==> src/pkg/sdram_ctl_regs.vh <==
`ifndef SDRAM_CTL_REGS_VH
`define SDRAM_CTL_REGS_VH
// ==========================================================
// timing figures and counts (clock 100 MHz, 10 ns)
`define CLK_PERIOD_NS 10
`define T_RC_NS 67
`define T_RP_NS 19
`define T_RCD_NS 19
`define T_MRD_CK 2
`define T_RC_CK ((`T_RC_NS + `CLK_PERIOD_NS - 1) / `CLK_PERIOD_NS)
`define T_RP_CK ((`T_RP_NS + `CLK_PERIOD_NS - 1) / `CLK_PERIOD_NS)
`define T_RCD_CK ((`T_RCD_NS + `CLK_PERIOD_NS - 1) / `CLK_PERIOD_NS)
// ==========================================================
// user request codes
`define REQ_NOP 4'h0
`define REQ_ACT 4'h1
`define REQ_RD 4'h2
`define REQ_WR 4'h3
`define REQ_PRE 4'h4
`define REQ_PREALL 4'h5
`define REQ_REF 4'h6
`define REQ_MRS 4'h7
`define REQ_BST 4'h8
`define REQ_PD 4'h9
`define REQ_SREF 4'ha
`define REQ_DPD 4'hb
`define REQ_WAKE 4'hc
`define REQ_SUSP 4'hd
// ==========================================================
// command pin codes {cs_b, ras_b, cas_b, we_b}
`define CMD_DESEL 4'h8
`define CMD_NOP 4'h7
`define CMD_ACT 4'h3
`define CMD_RD 4'h5
`define CMD_WR 4'h4
`define CMD_PRE 4'h2
`define CMD_REF 4'h1
`define CMD_MRS 4'h0
`define CMD_BST 4'h6
// ==========================================================
// address bit carrying the auto close option / all-banks flag
`define AUTO_CLOSE_BIT 10
`endif

==> src/rtl/sdram_cmd_ctl.v <==
// Function
// [RULE_01] refresh, mode access or precharge-all: deselect or nop only
// [RULE_02] refreshing lasts from auto refresh until the refresh period passes
// [RULE_03] mode access lasts from mode set until its command period passes
// [RULE_04] precharging all lasts until the precharge period passes
// [RULE_05] never issue a state and command pair absent from the tables
// [RULE_06] multi-bank precharge only when every bank may be precharged
// [RULE_07] burst terminate acts on the latest burst of any bank
// [RULE_08] chip select high is deselect; all strobes high is nop
// [RULE_09] encodings: LHH activate, HLH read, HLL write, LHL precharge
// [RULE_10] an idle bank does not restrict commands to other banks
// [RULE_11] other banks may take commands their own state permits
// [RULE_12] refresh, self refresh, mode set only with all banks idle
// [RULE_13] burst terminate never aimed at another bank
// [RULE_14] write interrupting a read gets data mask to avoid collision
// [RULE_15] interrupted auto close burst starts precharge at interruption
// [RULE_16] auto close access: bank busy until precharge period, then idle
// [RULE_17] bank commands only with clock enable high on both edges
// [RULE_18] clock enable held low keeps low-power state, commands ignored
// [RULE_19] power down and self refresh exit only with deselect or nop
// [RULE_20] enable falling with nop enters precharge or active power down
// [RULE_21] enable falling: refresh-self refresh, stop-deep, burst-suspend
// [RULE_22] only deselect or nop during refresh period after self refresh
// [RULE_23] refresh period is at least 67 ns
// [RULE_24] delays convert to cycles rounding up
// [RULE_25] after deep power down, rerun the power-up command sequence
// [RULE_26] per-bank and global state machines with cycle counters
`timescale 1ns/1ps
`include "sdram_ctl_regs.vh"
`default_nettype none
module sdram_cmd_ctl #(
    parameter NUM_BANKS = 4,
    parameter BA_W = 2,
    parameter ADDR_W = 13,
    parameter BURST_LEN = 4
) (
    input wire clk,
    input wire rst_b,
    input wire req_valid,
    input wire [3:0] req_code,
    input wire [BA_W-1:0] req_bank,
    input wire [ADDR_W-1:0] req_addr,
    input wire req_auto_close,
    output wire req_ready,
    output reg req_error,
    output reg need_init,
    output reg cs_b,
    output reg ras_b,
    output reg cas_b,
    output reg we_b,
    output reg clk_en,
    output reg [BA_W-1:0] ba,
    output reg [ADDR_W-1:0] addr,
    output reg dqm
);
// ==========================================================
// bank and global states, one-hot
localparam [4:0] B_IDLE = 5'h01;
localparam [4:0] B_OPENING = 5'h02;
localparam [4:0] B_ACTIVE = 5'h04;
localparam [4:0] B_CLOSING = 5'h08;
localparam [4:0] B_BURST = 5'h10;
localparam [4:0] G_RUN = 5'h01;
localparam [4:0] G_BUSY = 5'h02;
localparam [4:0] G_PD = 5'h04;
localparam [4:0] G_SREF = 5'h08;
localparam [4:0] G_DPD = 5'h10;
localparam [7:0] RC_CK = `T_RC_CK;
localparam [7:0] RP_CK = `T_RP_CK;
localparam [7:0] RCD_CK = `T_RCD_CK;
localparam [7:0] MRD_CK = `T_MRD_CK;
localparam [7:0] BL_CK = BURST_LEN;

reg [4:0] bstate_reg [0:NUM_BANKS-1];
reg [7:0] bcnt_reg [0:NUM_BANKS-1];
reg [NUM_BANKS-1:0] bclose_reg;
reg bread_reg [0:NUM_BANKS-1];
reg [4:0] gstate_reg;
reg [7:0] gcnt_reg;
reg [BA_W-1:0] last_bank_reg;
reg burst_live_reg;
reg susp_reg;

// ==========================================================
// legality decode
wire [NUM_BANKS-1:0] b_idle;
wire [NUM_BANKS-1:0] b_act;
wire [NUM_BANKS-1:0] b_pre_ok;
genvar gi;
generate
    for (gi = 0; gi < NUM_BANKS; gi = gi + 1) begin : g_dec
        assign b_idle[gi] = bstate_reg[gi] == B_IDLE;
        assign b_act[gi] = bstate_reg[gi] == B_ACTIVE;
        // idle counts as precharge no-op, active or open burst may close
        assign b_pre_ok[gi] = b_idle[gi] | b_act[gi] |
            (bstate_reg[gi] == B_BURST && !bclose_reg[gi]); // [RULE_06]
    end
endgenerate
wire all_idle = &b_idle;
wire tb_state = bstate_reg[req_bank] == B_BURST;
wire tb_idle = b_idle[req_bank];
wire tb_act = b_act[req_bank];
wire tb_rw = tb_act | (tb_state & !bclose_reg[req_bank]);
reg legal;

// only table entries pass; others are refused [RULE_05] [RULE_10] [RULE_11]
always @* begin
    legal = 1'b0;
    if (gstate_reg == G_RUN && !susp_reg) begin // [RULE_17] [RULE_01]
        case (req_code)
            `REQ_NOP: legal = 1'b1;
            `REQ_ACT: legal = tb_idle;
            `REQ_RD: legal = tb_rw;
            `REQ_WR: legal = tb_rw;
            `REQ_PRE: legal = b_pre_ok[req_bank];
            `REQ_PREALL: legal = &b_pre_ok; // [RULE_06]
            `REQ_REF: legal = all_idle; // [RULE_12]
            `REQ_MRS: legal = all_idle; // [RULE_12]
            `REQ_SREF: legal = all_idle; // [RULE_12]
            `REQ_DPD: legal = all_idle;
            `REQ_PD: legal = !burst_live_reg;
            `REQ_SUSP: legal = burst_live_reg; // [RULE_21]
            // stop only the latest burst, its own bank [RULE_07] [RULE_13]
            `REQ_BST: legal = burst_live_reg && req_bank == last_bank_reg &&
                !bclose_reg[req_bank];
            default: legal = 1'b0;
        endcase
        // power-up sequence only until mode set [RULE_25]
        if (need_init && req_code != `REQ_NOP && req_code != `REQ_PREALL &&
            req_code != `REQ_REF && req_code != `REQ_MRS)
            legal = 1'b0;
    end else if (gstate_reg != G_BUSY) begin // suspended or low power [RULE_19]
        legal = req_code == `REQ_WAKE;
    end
end

// ready while no global wait runs; low-power states take wake only
assign req_ready = gstate_reg != G_BUSY;
wire take = req_valid & req_ready & legal;
wire is_rw = req_code == `REQ_RD || req_code == `REQ_WR;

// ==========================================================
// pin driver: command, clock enable, mask
always @(posedge clk or negedge rst_b) begin
    if (!rst_b) begin
        {cs_b, ras_b, cas_b, we_b} <= `CMD_DESEL;
        clk_en <= 1'b1;
        ba <= {BA_W{1'b0}};
        addr <= {ADDR_W{1'b0}};
        dqm <= 1'b0;
        req_error <= 1'b0;
    end else begin
        {cs_b, ras_b, cas_b, we_b} <= `CMD_NOP; // [RULE_08] [RULE_22]
        req_error <= req_valid & req_ready & !legal;
        dqm <= 1'b0;
        if (take) begin
            ba <= req_bank;
            addr <= req_addr;
            case (req_code)
                `REQ_ACT: {cs_b, ras_b, cas_b, we_b} <= `CMD_ACT; // [RULE_09]
                `REQ_RD: begin
                    {cs_b, ras_b, cas_b, we_b} <= `CMD_RD; // [RULE_09]
                    addr[`AUTO_CLOSE_BIT] <= req_auto_close;
                end
                `REQ_WR: begin
                    {cs_b, ras_b, cas_b, we_b} <= `CMD_WR; // [RULE_09]
                    addr[`AUTO_CLOSE_BIT] <= req_auto_close;
                    // mask read data still draining [RULE_14]
                    dqm <= burst_live_reg & bread_reg[last_bank_reg];
                end
                `REQ_PRE: begin
                    {cs_b, ras_b, cas_b, we_b} <= `CMD_PRE; // [RULE_09]
                    addr[`AUTO_CLOSE_BIT] <= 1'b0;
                end
                `REQ_PREALL: begin
                    {cs_b, ras_b, cas_b, we_b} <= `CMD_PRE;
                    addr[`AUTO_CLOSE_BIT] <= 1'b1;
                end
                `REQ_REF: {cs_b, ras_b, cas_b, we_b} <= `CMD_REF;
                `REQ_MRS: {cs_b, ras_b, cas_b, we_b} <= `CMD_MRS;
                `REQ_BST: {cs_b, ras_b, cas_b, we_b} <= `CMD_BST;
                // falling enable with nop [RULE_20]
                `REQ_PD: clk_en <= 1'b0;
                `REQ_SUSP: clk_en <= 1'b0;
                `REQ_SREF: begin
                    {cs_b, ras_b, cas_b, we_b} <= `CMD_REF; // [RULE_21]
                    clk_en <= 1'b0;
                end
                `REQ_DPD: begin
                    {cs_b, ras_b, cas_b, we_b} <= `CMD_BST; // [RULE_21]
                    clk_en <= 1'b0;
                end
                `REQ_WAKE: clk_en <= 1'b1; // nop with rising enable [RULE_19]
                default: {cs_b, ras_b, cas_b, we_b} <= `CMD_NOP;
            endcase
        end
    end
end

// ==========================================================
// global state: refresh, mode access, precharge all, low power
always @(posedge clk or negedge rst_b) begin
    if (!rst_b) begin
        gstate_reg <= G_RUN;
        gcnt_reg <= 8'h00;
        susp_reg <= 1'b0;
        need_init <= 1'b0;
    end else begin
        case (gstate_reg)
            G_RUN: begin
                if (take) begin
                    case (req_code)
                        `REQ_REF: begin // [RULE_02] [RULE_23] [RULE_24]
                            gstate_reg <= G_BUSY;
                            gcnt_reg <= RC_CK - 8'h01;
                        end
                        `REQ_MRS: begin // [RULE_03]
                            gstate_reg <= G_BUSY;
                            gcnt_reg <= MRD_CK - 8'h01;
                            need_init <= 1'b0; // init sequence done [RULE_25]
                        end
                        `REQ_PREALL: begin // [RULE_04]
                            gstate_reg <= G_BUSY;
                            gcnt_reg <= RP_CK - 8'h01;
                        end
                        `REQ_PD: gstate_reg <= G_PD;
                        `REQ_SREF: gstate_reg <= G_SREF;
                        `REQ_DPD: gstate_reg <= G_DPD;
                        `REQ_SUSP: susp_reg <= 1'b1;
                        `REQ_WAKE: susp_reg <= 1'b0;
                        default: gstate_reg <= G_RUN;
                    endcase
                end
            end
            G_BUSY: begin // only nop goes out meanwhile [RULE_01]
                if (gcnt_reg == 8'h00)
                    gstate_reg <= G_RUN;
                else
                    gcnt_reg <= gcnt_reg - 8'h01;
            end
            // enable held low: state kept [RULE_18]
            G_PD: if (take) gstate_reg <= G_RUN;
            G_SREF: begin
                if (take) begin // nop for refresh period on exit [RULE_22]
                    gstate_reg <= G_BUSY;
                    gcnt_reg <= RC_CK - 8'h01; // [RULE_22] [RULE_23]
                end
            end
            G_DPD: begin
                if (take) begin
                    gstate_reg <= G_RUN;
                    need_init <= 1'b1; // [RULE_25]
                end
            end
            default: gstate_reg <= G_RUN;
        endcase
    end
end

// ==========================================================
// burst tracker for terminate, suspend and masking
always @(posedge clk or negedge rst_b) begin
    if (!rst_b) begin
        burst_live_reg <= 1'b0;
        last_bank_reg <= {BA_W{1'b0}};
    end else if (take && is_rw) begin
        burst_live_reg <= 1'b1;
        last_bank_reg <= req_bank; // [RULE_07]
    end else if (take && (req_code == `REQ_BST ||
        (req_code == `REQ_PRE && req_bank == last_bank_reg) ||
        req_code == `REQ_PREALL)) begin
        burst_live_reg <= 1'b0;
    end else if (!susp_reg && burst_live_reg &&
        bstate_reg[last_bank_reg] != B_BURST) begin
        burst_live_reg <= 1'b0;
    end
end

// ==========================================================
// per-bank state machines with counters [RULE_26]
generate
    for (gi = 0; gi < NUM_BANKS; gi = gi + 1) begin : g_bank
        wire hit = take && req_bank == gi;
        wire pre_hit = take && ((req_code == `REQ_PRE && req_bank == gi) ||
            req_code == `REQ_PREALL);
        // another bank's access cuts this auto close burst [RULE_15]
        wire cut = take && is_rw && req_bank != gi;
        always @(posedge clk or negedge rst_b) begin
            if (!rst_b) begin
                bstate_reg[gi] <= B_IDLE;
                bcnt_reg[gi] <= 8'h00;
                bclose_reg[gi] <= 1'b0;
                bread_reg[gi] <= 1'b0;
            end else if (!susp_reg) begin
                case (bstate_reg[gi])
                    B_IDLE: begin
                        if (hit && req_code == `REQ_ACT) begin
                            bstate_reg[gi] <= B_OPENING;
                            bcnt_reg[gi] <= RCD_CK - 8'h01;
                        end
                    end
                    B_OPENING, B_CLOSING: begin
                        if (bcnt_reg[gi] == 8'h00)
                            bstate_reg[gi] <= bstate_reg[gi] == B_OPENING ?
                                B_ACTIVE : B_IDLE;
                        else
                            bcnt_reg[gi] <= bcnt_reg[gi] - 8'h01;
                    end
                    B_ACTIVE, B_BURST: begin
                        if (pre_hit || (bclose_reg[gi] && cut)) begin
                            bstate_reg[gi] <= B_CLOSING;
                            bcnt_reg[gi] <= RP_CK - 8'h01;
                            bclose_reg[gi] <= 1'b0;
                        end else if (hit && is_rw) begin
                            bstate_reg[gi] <= B_BURST;
                            bcnt_reg[gi] <= BL_CK - 8'h01;
                            bclose_reg[gi] <= req_auto_close; // [RULE_16]
                            bread_reg[gi] <= req_code == `REQ_RD;
                        end else if (hit && req_code == `REQ_BST) begin
                            bstate_reg[gi] <= B_ACTIVE;
                        end else if (bstate_reg[gi] == B_BURST) begin
                            if (bcnt_reg[gi] != 8'h00) begin
                                bcnt_reg[gi] <= bcnt_reg[gi] - 8'h01;
                            end else if (bclose_reg[gi]) begin
                                bstate_reg[gi] <= B_CLOSING; // [RULE_16]
                                bcnt_reg[gi] <= RP_CK - 8'h01;
                                bclose_reg[gi] <= 1'b0;
                            end else begin
                                bstate_reg[gi] <= B_ACTIVE;
                            end
                        end
                    end
                    default: bstate_reg[gi] <= B_IDLE;
                endcase
            end
        end
    end
endgenerate
endmodule // sdram_cmd_ctl
`default_nettype wire

==> config.mk <==
export PLATFORM = sky130hd
export DESIGN_NAME = sdram_cmd_ctl
export DESIGN_NICKNAME = d
export VERILOG_FILES = /design/src/rtl/sdram_cmd_ctl.v
export VERILOG_INCLUDE_DIRS = /design/src /design/src/pkg
export SDC_FILE = /design/constraint.sdc
export NUM_CORES = 1
export LEC_CHECK = 0
export BUFFER_PORTS_ARGS = -buffer_cell sky130_fd_sc_hd__buf_2
export CORE_MARGIN = 2
export CORE_UTILIZATION = 53
export DETAILED_ROUTE_END_ITERATION = 10
export MAX_ROUTING_LAYER = met4
export PLACE_DENSITY = 0.75
export SYNTH_ARGS = -nofsm -noshare
export SYNTH_HDL_FRONTEND = slang
export SYNTH_SLANG_ARGS = --single-unit
==> constraint.sdc <==
create_clock -name clk -period 5.82 [get_ports clk]
set_clock_uncertainty 0.1 [all_clocks]
set_input_delay 0.291 -clock clk [delete_from_list [all_inputs] [get_ports clk]]
set_output_delay 0.291 -clock clk [all_outputs]
set_load 0.02 [all_outputs]
# Word level (Yosys, flattened, before mapping)

Index checks and enable logic that the tools add are counted.

Register bits after elaboration: 100
Input bits: 23
Output and inout bits: 24
Logic and storage cells: 440

Add/sub/neg operators: 5
$lt $le $gt $ge: 3
Equality and inequality tests: 100
Multiplexer cells: 146
Bitwise gates (word level): 21
Reduce and logical (&&, ||, !) cells: 134

Operator list:

| kind                                                                | count |
|---|---|
| 8-bit two-way mux                                                   | 35 |
| 5-bit two-way mux                                                   | 36 |
| 8-bit one-hot mux with 3 select lines                               | 5 |
| 5-bit != test (second input constant)                               | 13 |
| 5-bit one-hot mux with 3 select lines                               | 4 |
| 5-bit AND reduction                                                 | 10 |
| 1-bit logical AND                                                   | 48 |
| 1-bit two-way mux                                                   | 43 |
| 8-bit zero test                                                     | 5 |
| 8-bit by 1-bit subtractor with 8-bit output (second input constant) | 5 |
| 2-bit != test (second input constant)                               | 16 |
| 4-bit != test (second input constant)                               | 8 |
| 8-bit nonzero test                                                  | 4 |
| 5-bit == test (second input constant)                               | 6 |
| 3-bit nonzero test                                                  | 10 |
| 4-bit AND reduction                                                 | 7 |
| 7-bit AND reduction                                                 | 4 |
| 5-bit by 1-bit == test with 1-bit output (second input constant)    | 5 |
| 5-bit by 2-bit == test with 1-bit output (second input constant)    | 5 |
| 5-bit by 3-bit == test with 1-bit output (second input constant)    | 5 |
| 5-bit by 4-bit == test with 1-bit output (second input constant)    | 5 |
| 5-bit one-hot mux with 5 select lines                               | 1 |
| 4-bit == test (second input constant)                               | 6 |
| 3-bit != test (second input constant)                               | 8 |
| other kinds (38)                                                    | 115 |

# Logic depth before layout (Yosys ltp)

Gate-level depths: netlist of run 1.

Depth after elaboration: 17
Mapped depth: 14
Gate-level depth less buffers: 11

# Worst setup path before layout of run 1

Ideal clock, no wire load.

Path type: register to register
Start point: register gstate_reg[2]
End point: register bstate_reg[12] (netlist bit)
Library setup time: 128 ps
Arrival time: 2791 ps
Data required time: 5592 ps
Setup slack: 2802 ps
Stages on the path, launching flop included: 11
Path buffers: 1
Period minus slack after synthesis: 3018 ps
Cell sequence: dfrtp_1 nor3_1 nand3_2 and4_1 o21ai_1 nand3b_2 o21ai_4 buf_2 nor3_1 o31ai_2 mux2_1

Cells in the longest elaborated chain, start to end: 10

RTL lines:

| element                                                                             | line                                     | text |
|---|---|---|
| start: declaration                                                                  | sdram_cmd_ctl.v:78                       | `reg [4:0] gstate_reg;` |
| start signal: assignment                                                            | sdram_cmd_ctl.v:204                      | `gstate_reg <= G_RUN;` |
| start signal: assignment                                                            | sdram_cmd_ctl.v:214                      | `gstate_reg <= G_BUSY;` |
| start signal: assignment                                                            | sdram_cmd_ctl.v:218                      | `gstate_reg <= G_BUSY;` |
| 5-bit by 2-bit != test with 1-bit output (*)                                        | sdram_cmd_ctl.v:138                      | `assign req_ready = gstate_reg != G_BUSY;` |
| via req_ready                                                                       | sdram_cmd_ctl.v:44                       | `output wire req_ready,` |
| 1-bit two-way mux                                                                   | sdram_cmd_ctl.v:132                      | `end else if (gstate_reg != G_BUSY) begin` |
| 1-bit two-way mux                                                                   | sdram_cmd_ctl.v:109                      | `if (gstate_reg == G_RUN && !susp_reg) begin` |
| 1-bit bitwise AND (*)                                                               | sdram_cmd_ctl.v:139                      | `wire take = req_valid & req_ready & legal;` |
| 1-bit logical AND, on equally long branches                                         | sdram_cmd_ctl.v:283, sdram_cmd_ctl.v:287 |  |
| 1-bit logical AND, on equally long branches                                         | -                                        |  |
| 5-bit two-way mux / 1-bit logical AND (equally long branches)                       | sdram_cmd_ctl.v:319, sdram_cmd_ctl.v:310 |  |
| 5-bit two-way mux / 1-bit logical OR (equally long branches)                        | sdram_cmd_ctl.v:314, sdram_cmd_ctl.v:310 |  |
| 5-bit two-way mux / 5-bit != test (equally long branches)                           | -                                        |  |
| 5-bit one-hot mux with 3 select lines / 5-bit AND reduction (equally long branches) | -                                        |  |
| end signal: indexed assignment                                                      | sdram_cmd_ctl.v:304                      | `bstate_reg[gi] <= bstate_reg[gi] == B_OPENING ?` |
| end: declaration                                                                    | sdram_cmd_ctl.v:74                       | `reg [4:0] bstate_reg [0:NUM_BANKS-1];` |

The timed path passes the listed nets; every way through them passes the cells marked *.
A chain may end at the register's enable or synchronous reset.

# Worst setup path in the final report of run 1

Start point: register gstate_reg[2]
End point: register bcnt_reg[28] (netlist bit)

Cells in the longest elaborated chain, start to end: 10

RTL lines:

| element                                                                                                     | line                                                          | text |
|---|---|---|
| 5-bit by 2-bit != test with 1-bit output / 5-bit by 1-bit == test with 1-bit output (equally long branches) | sdram_cmd_ctl.v:132, sdram_cmd_ctl.v:138, sdram_cmd_ctl.v:109 |  |
| 1-bit two-way mux / 1-bit logical AND (equally long branches)                                               | sdram_cmd_ctl.v:132, sdram_cmd_ctl.v:109                      |  |
| 1-bit two-way mux                                                                                           | sdram_cmd_ctl.v:109                                           |  |
| 1-bit bitwise AND (*)                                                                                       | sdram_cmd_ctl.v:139                                           |  |
| 1-bit logical AND (2 in a row)                                                                              | sdram_cmd_ctl.v:287                                           | `wire cut = take && is_rw && req_bank != gi;` |
| 1-bit logical AND                                                                                           | sdram_cmd_ctl.v:310                                           | `if (pre_hit \|\| (bclose_reg[gi] && cut)) begin` |
| 1-bit logical OR                                                                                            | sdram_cmd_ctl.v:310                                           |  |
| 5-bit != test (no line) (tied with other cells)                                                             | -                                                             |  |
| 7-bit AND reduction (no line) / 8-bit one-hot mux with 3 select lines (equally long branches)               | -                                                             |  |
| end signal: indexed assignment                                                                              | sdram_cmd_ctl.v:307                                           | `bcnt_reg[gi] <= bcnt_reg[gi] - 8'h01;` |
| end signal: indexed assignment                                                                              | sdram_cmd_ctl.v:312                                           | `bcnt_reg[gi] <= RP_CK - 8'h01;` |
| end signal: indexed assignment                                                                              | sdram_cmd_ctl.v:316                                           | `bcnt_reg[gi] <= BL_CK - 8'h01;` |
| end: declaration                                                                                            | sdram_cmd_ctl.v:75                                            | `reg [7:0] bcnt_reg [0:NUM_BANKS-1];` |

Mark *: on every way between the ends. The rest lies on a longest branch, timed or not.

==> results of run 1 <==
-- per-stage QoR --
stage / setup slack [ps] / hold slack [ps]
after global routing: 1560 / 28.3
after detailed placement: 1730 / 178
after floorplan: 2800 / -105
final: 1830 / 18.9
after global placement: 1910 / 170
after CTS: 1880 / 15.6
-- report_power, final --
part | switching [mW] | internal (mW)
combinational | 0.680 | 0.406
clock | 0.276 | 0.337
sequential | 0.164 | 0.858
-- path summary, 6_finish.rpt --
| path | to | depth (start not counted) | startpoint |
|---|---|---|---|
| min in group asynchronous | bcnt_reg[7] | 2 | rst_b |
| worst min register to register | addr[1] | 2 | addr[1] |
| worst max-delay path | bcnt_reg[28] | 10 | gstate_reg[2] |
| worst max register to register | bcnt_reg[28] | 10 | gstate_reg[2] |
| max in group asynchronous | gstate_reg[3] | 3 | rst_b |
| worst min-delay path | addr[4] | 3 | req_addr[4] |
-- critical path, cell delays in order (launching register included) --
cell and delay, ps:
dfrtp_1 460, nor3_1 340, nand3_2 240, and4_1 250, o21ai_1 250, nand3b_2 240
o21ai_4 670, or4_1 210, nand4_1 340, or3_1 510, o31ai_1 250
-- cell usage in the layout, fill, tap and decap left out, types with 7 or more instances in the layout --
cell,synthesis,routed
o31ai_1,10,10
xor2_1,9,9
and2_1,7,7
nor4_1,7,7
o21ai_1,10,10
nor3_1,32,32
buf_2,15,45
nand2b_1,16,16
o211ai_1,7,7
a211oi_1,7,7
dfstp_2,7,7
dfrtp_1,93,93
clkbuf_16,0,9
xnor2_1,10,10
nor2_1,59,59
or3_1,10,10
a21o_1,8,8
a31oi_1,7,7
inv_1,26,26
o21ai_0,49,49
nand3b_1,7,7
ha_1,9,9
mux2_2,7,7
nand3_1,19,19
o22ai_1,7,7
a21oi_1,41,41
nand2_1,112,112
-- cell families (layout without fill, tap and decap cells) --
logic type               after synthesis  after routing  share of synthesized area
adder cells (fa/ha/maj)                9              9                     0.0173
AND/OR/NAND/NOR                      325            325                      0.250
multiplexers                          14             14                     0.0293
buffers and inverters                 63             92                     0.0439
flip-flops                           100            100                      0.386
other                                  1              1                   0.000577
AO/OA/AOI/OAI                        221            221                      0.246
XOR/XNOR                              19             19                     0.0256
-- timing repair --
| action | 4_1_cts | 5_1_grt |
|---|---|---|
| hold buffers | 1 | 0 |
| endpoints found under the setup margin | 0 | 0 |
| endpoints found under the hold margin | 31 | 0 |
| setup buffers | 0 | 0 |
-- cell type report --
type | count | area [sq um]
clock buffer | 10 | 229
sequential | 100 | 2510
multi-input combinational | 589 | 3700
inverter | 26 | 97.6
fill | 1082 | 4950
clock inverter | 6 | 71.3
timing repair buffer | 50 | 265
tap | 147 | 184
-- layer usage --
metal,up-vias,track usage
li1,2794,-
met1,2839,0.369
met2,212,0.407
met3,34,0.0374
met4,0,0.0908
met5,-,-
==> run_results.csv, run 1 <==
group,metric,value,unit
route,via_count,5879,
logic_synthesis,synth-seq-cells,100,
logic_synthesis,yosys-top-cells-count,"nand2_1, dfrtp_1, nor2_1, o21ai_0, a21oi_1",
grt,gr-usage-all-layers,0.267,
cts,clkLatencyLatePin,360,ps
finish,syn_to_final_growth,8.64,%
logic_synthesis,synth_area_per_cell,8.64,sq um
setup_path,worstSetupPathType,"flip-flop to flip-flop",
finish,antenna_cells,0,
floorplanning,design.die.area,13200,sq um
cts,cts_resized,0,
route,vias_per_cell,6.34,
logic_synthesis,synth_ff_type,"dfrtp_1",
cts,cts-root-buf,"clkbuf_16",
setup_path,critPathRequiredTime,5970,ps
sta,rsz0062_at_grt,"false",
grt,grt_max_degree,66,
setup_path,worst_setup_path_end_kind,"flip-flop",
logic_synthesis,ys_seq_area_frac,0.386,
cts,htree_num_levels,3,
power_and_ir_drop,total_power,2.72,mW
finish,finalInstanceArea,7060,sq um
finish,layout-drive-gt1-share,0.149,
worst_hold_path,hp-class,"input pin to flip-flop",
power_and_ir_drop,ir_drop,0.000196,V
route,drt-met1-wl,7670,um
route,highest_layer,"met4",
logic_synthesis,syn-cell-area,6500,sq um
run,max_cap_viol_count,0,
floorplanning,initial_core_util,0.541,
route,drc,0,
sta,finalCritPeriodShare,0.685,
grt,grt_first_pass_wirelength,27100,um
sta,worst_pin_slew,809,ps
route,drt_iter0_markers,502,
sta,finalSetupViolCount,0,
logic_synthesis,synth_nets,784,
cts,cts.clk_slew.worst_paths,70,ps
logic_synthesis,synth_edf_count,0,
grt,grt_pass1_vias,5302,
placed_design,hpwl,12000,um
setup_path,worst_setup_path_start_kind,"flip-flop",
placed_design,placed_cells,911,
floorplanning,die_w,115,um
sta,slew_headroom,0.460,
logic_synthesis,ys_types,95,
logic_synthesis,ys_warn_count,0,
route,wire_per_inst,18.2,um
logic_synthesis,async_flop_share,1.00,
logic_synthesis,synth_top_cell_area_share,0.358,
placed_design,place_area,6750,sq um
sta,min_period,3990,ps
placed_design,gp_congestion,0.975,
grt,grt_overflow,0,
route,wl_met2,7780,um
sta,finalHoldViolations,0,
logic_synthesis,synthTopCellsByArea,"dfrtp_1, nand2_1, o21ai_0",
cts,clk_path_buf_depth,2,
sta,setup_tns,0,ps
logic_synthesis,synth.most_common_cell,"nand2_1",
logic_synthesis,synth.largest_area_cell,"dfrtp_1",
route,drt-total-wl,16800,um
sta,max_freq,251,MHz
floorplanning,io_pins,47,
setup_path,cp_max_fo,25,
run_status,status,"complete, no violations",
finish,post-route-util,0.588,
finish,final_nets,808,
finish,largest_reg_flops,32,
power_and_ir_drop,power_density,386,nW/um^2
setup_path,r2r_slack,1830,ps
placed_design,port_buffers,46,
power_and_ir_drop,leakagePower,3.15,nW
finish,instances_no_fill,928,
sta,slew_viol_final,0,
route,ant_nets,0,
route,wl_met3,990,um
floorplanning,num_rows,40,
grt,antenna_found_initial,0,
cts,cts_tree,"yes",
cts,cts_buffers,9,
floorplanning,die_h,115,um
route,dr.pass1.iters,6,
floorplanning,design.core.area,12000,sq um
setup_path,worstPathArrival,4140,ps
cts,cts.sinks,100,
logic_synthesis,synthCells,752,
No activity file was read; power rests on OpenSTA's default activity.
==> run 2, diff against run 1 <==
==> constraint.sdc (replaced) <==
create_clock -name clk -period 3.8 [get_ports clk]
set_clock_uncertainty 0.1 [all_clocks]
set_input_delay 0.19 -clock clk [delete_from_list [all_inputs] [get_ports clk]]
set_output_delay 0.19 -clock clk [all_outputs]
set_load 0.02 [all_outputs]
==> run 2 against run 1 <==
- die area unchanged
- via count grew 3.9%
- cell area increased by 4.1%
- setup slack got worse by 1500 ps
- maximum frequency up 14%
- critical endpoint is now bcnt_reg[19]
==> run_results.csv, run 2 (synthesis gave the netlist of run 1 again) <==
group,metric,value,unit
placed_design,place_area,6890,sq um
route,wl_met2,8220,um
cts,cts.sinks,100,
route,wire_per_inst,18.1,um
route,vias_per_cell,6.35,
finish,final_nets,842,
route,via_count,6106,
sta,setup_tns,0,ps
setup_path,worst_setup_path_start_kind,"flip-flop",
placed_design,gp_congestion,0.964,
grt,grt_max_degree,87,
floorplanning,io_pins,47,
finish,multi_input_area,3710,sq um
finish,seq_area,2510,sq um
finish,largest_reg_flops,32,
grt,antenna_found_initial,0,
setup_path,slowest_delay,600,ps
grt,grt_pass1_vias,5747,
cts,htree_num_levels,3,
floorplanning,num_rows,40,
placed_design,hpwl,12500,um
route,ant_nets,0,
cts,cts-root-buf,"clkbuf_16",
route,wl_met3,1370,um
finish,finalInstanceArea,7350,sq um
cts,cts.clk_slew.worst_paths,70,ps
finish,layout-drive-gt1-share,0.172,
sta,finalSetupViolCount,0,
route,dr.pass1.iters,6,
finish,syn_to_final_growth,13.1,%
route,drc,0,
sta,slew_viol_final,0,
route,drt-met1-wl,7400,um
sta,min_period,3500,ps
grt,grt_first_pass_wirelength,28600,um
floorplanning,design.core.area,12000,sq um
cts,cts_buffers,9,
setup_path,cp_max_fo,20,
setup_path,cp_top_family,"simple AND/OR/NAND/NOR gates",
run,max_cap_viol_count,0,
finish,antenna_cells,0,
setup_path,cp_slowest_cell,"dfstp_2",
run_status,status,"complete, no violations",
cts,clk_path_buf_depth,2,
worst_hold_path,hp-class,"input pin to flip-flop",
route,highest_layer,"met4",
grt,grt_overflow,0,
floorplanning,initial_core_util,0.541,
cts,cts_tree,"yes",
setup_path,worstPathArrival,3640,ps
sta,slew_headroom,0.278,
power_and_ir_drop,power_density,576,nW/um^2
grt,gr-usage-all-layers,0.281,
floorplanning,die_h,115,um
floorplanning,design.die.area,13200,sq um
finish,final_cell_mix,"nand2_1, dfrtp_1, nor2_1",
power_and_ir_drop,leakagePower,3.31,nW
finish,n_fill_cell,1065,
setup_path,critPathRequiredTime,3940,ps
cts,clkLatencyLatePin,360,ps
sta,rsz0062_at_grt,"false",
route,drt-total-wl,17400,um
placed_design,port_buffers,46,
sta,worst_pin_slew,1080,ps
setup_path,worst-path-buf-inv,1,
sta,finalCritPeriodShare,0.922,
sta,finalHoldViolations,0,
setup_path,path_cells,"or4b_1, nor2_1, and4_4, a2111oi_4, nand3b_2, o21ai_4, buf_4, or3_1, a22oi_2, o21ai_1, a32o_1",
finish,final_common_cell,"nand2_1",
power_and_ir_drop,ir_drop,0.000403,V
route,drt_iter0_markers,606,
setup_path,r2r_slack,300,ps
setup_path,worstSetupPathType,"flip-flop to flip-flop",
floorplanning,die_w,115,um
setup_path,worst_setup_path_end_kind,"flip-flop",
sta,max_freq,285,MHz
-- run 2: worst min-delay path, stage by stage --
cell,delay (ps)
buf_2,80
o22ai_1,70
o21ai_0,150
-- run 2: worst paths after layout --
path	startpoint	end	depth (start not counted)
setup / recovery	bstate_reg[15]	bcnt_reg[19]	11
hold / removal	req_addr[10]	addr[10]	3
setup reg to reg	bstate_reg[15]	bcnt_reg[19]	11
hold reg to reg	addr[12]	addr[12]	2
max in group asynchronous	rst_b	bstate_reg[5]	3
min in group asynchronous	rst_b	bcnt_reg[27]	2
-- run 2: power by group --
group	leakage, nW	internal, mW	switching (mW)	total (mW)
logic	1.88	0.689	1.07	1.76
clock network	0.145	0.519	0.417	0.936
registers	1.28	1.32	0.223	1.54
total	3.31	2.52	1.71	4.24
-- run 2: metrics by stage --
stage / hold WS [ps] / worst slack, ps / utilization / std cells / power [mW]
floorplan: -206 / 782 / - / 752 / 2.78
global placement: 281 / 369 / 0.574 / 930 / 3.19
detailed placement: 286 / 267 / 0.574 / 930 / 3.24
CTS: 65.9 / 297 / 0.610 / 959 / 4.20
global route: 93.0 / 37.5 / 0.612 / 962 / 4.51
finish: 68.7 / 295 / 0.612 / 962 / 4.24
-- run 2: layout make-up --
class	count	share of cell area
clock buffers	10	0.0311
clock inverters	6	0.00970
inverters	26	0.0133
multi-input cells	589	0.504
flip-flops and latches	100	0.342
well taps	147	0.0250
repair buffers	84	0.0749
-- run 2: repair_timing --
| item | CTS | global route |
|---|---|---|
| setup endpoints to repair | 0 | 6 |
| hold buffers | 13 | 0 |
| setup buffers | 0 | 3 |
| endpoints found under the hold margin | 53 | 0 |
| gates resized for setup | 0 | 2 |
-- run 2: per-layer routing --
metal,vias up,GRT usage
li1,2868,-
met1,2893,0.372
met2,295,0.432
met3,50,0.0585
met4,0,0.0924
met5,-,-
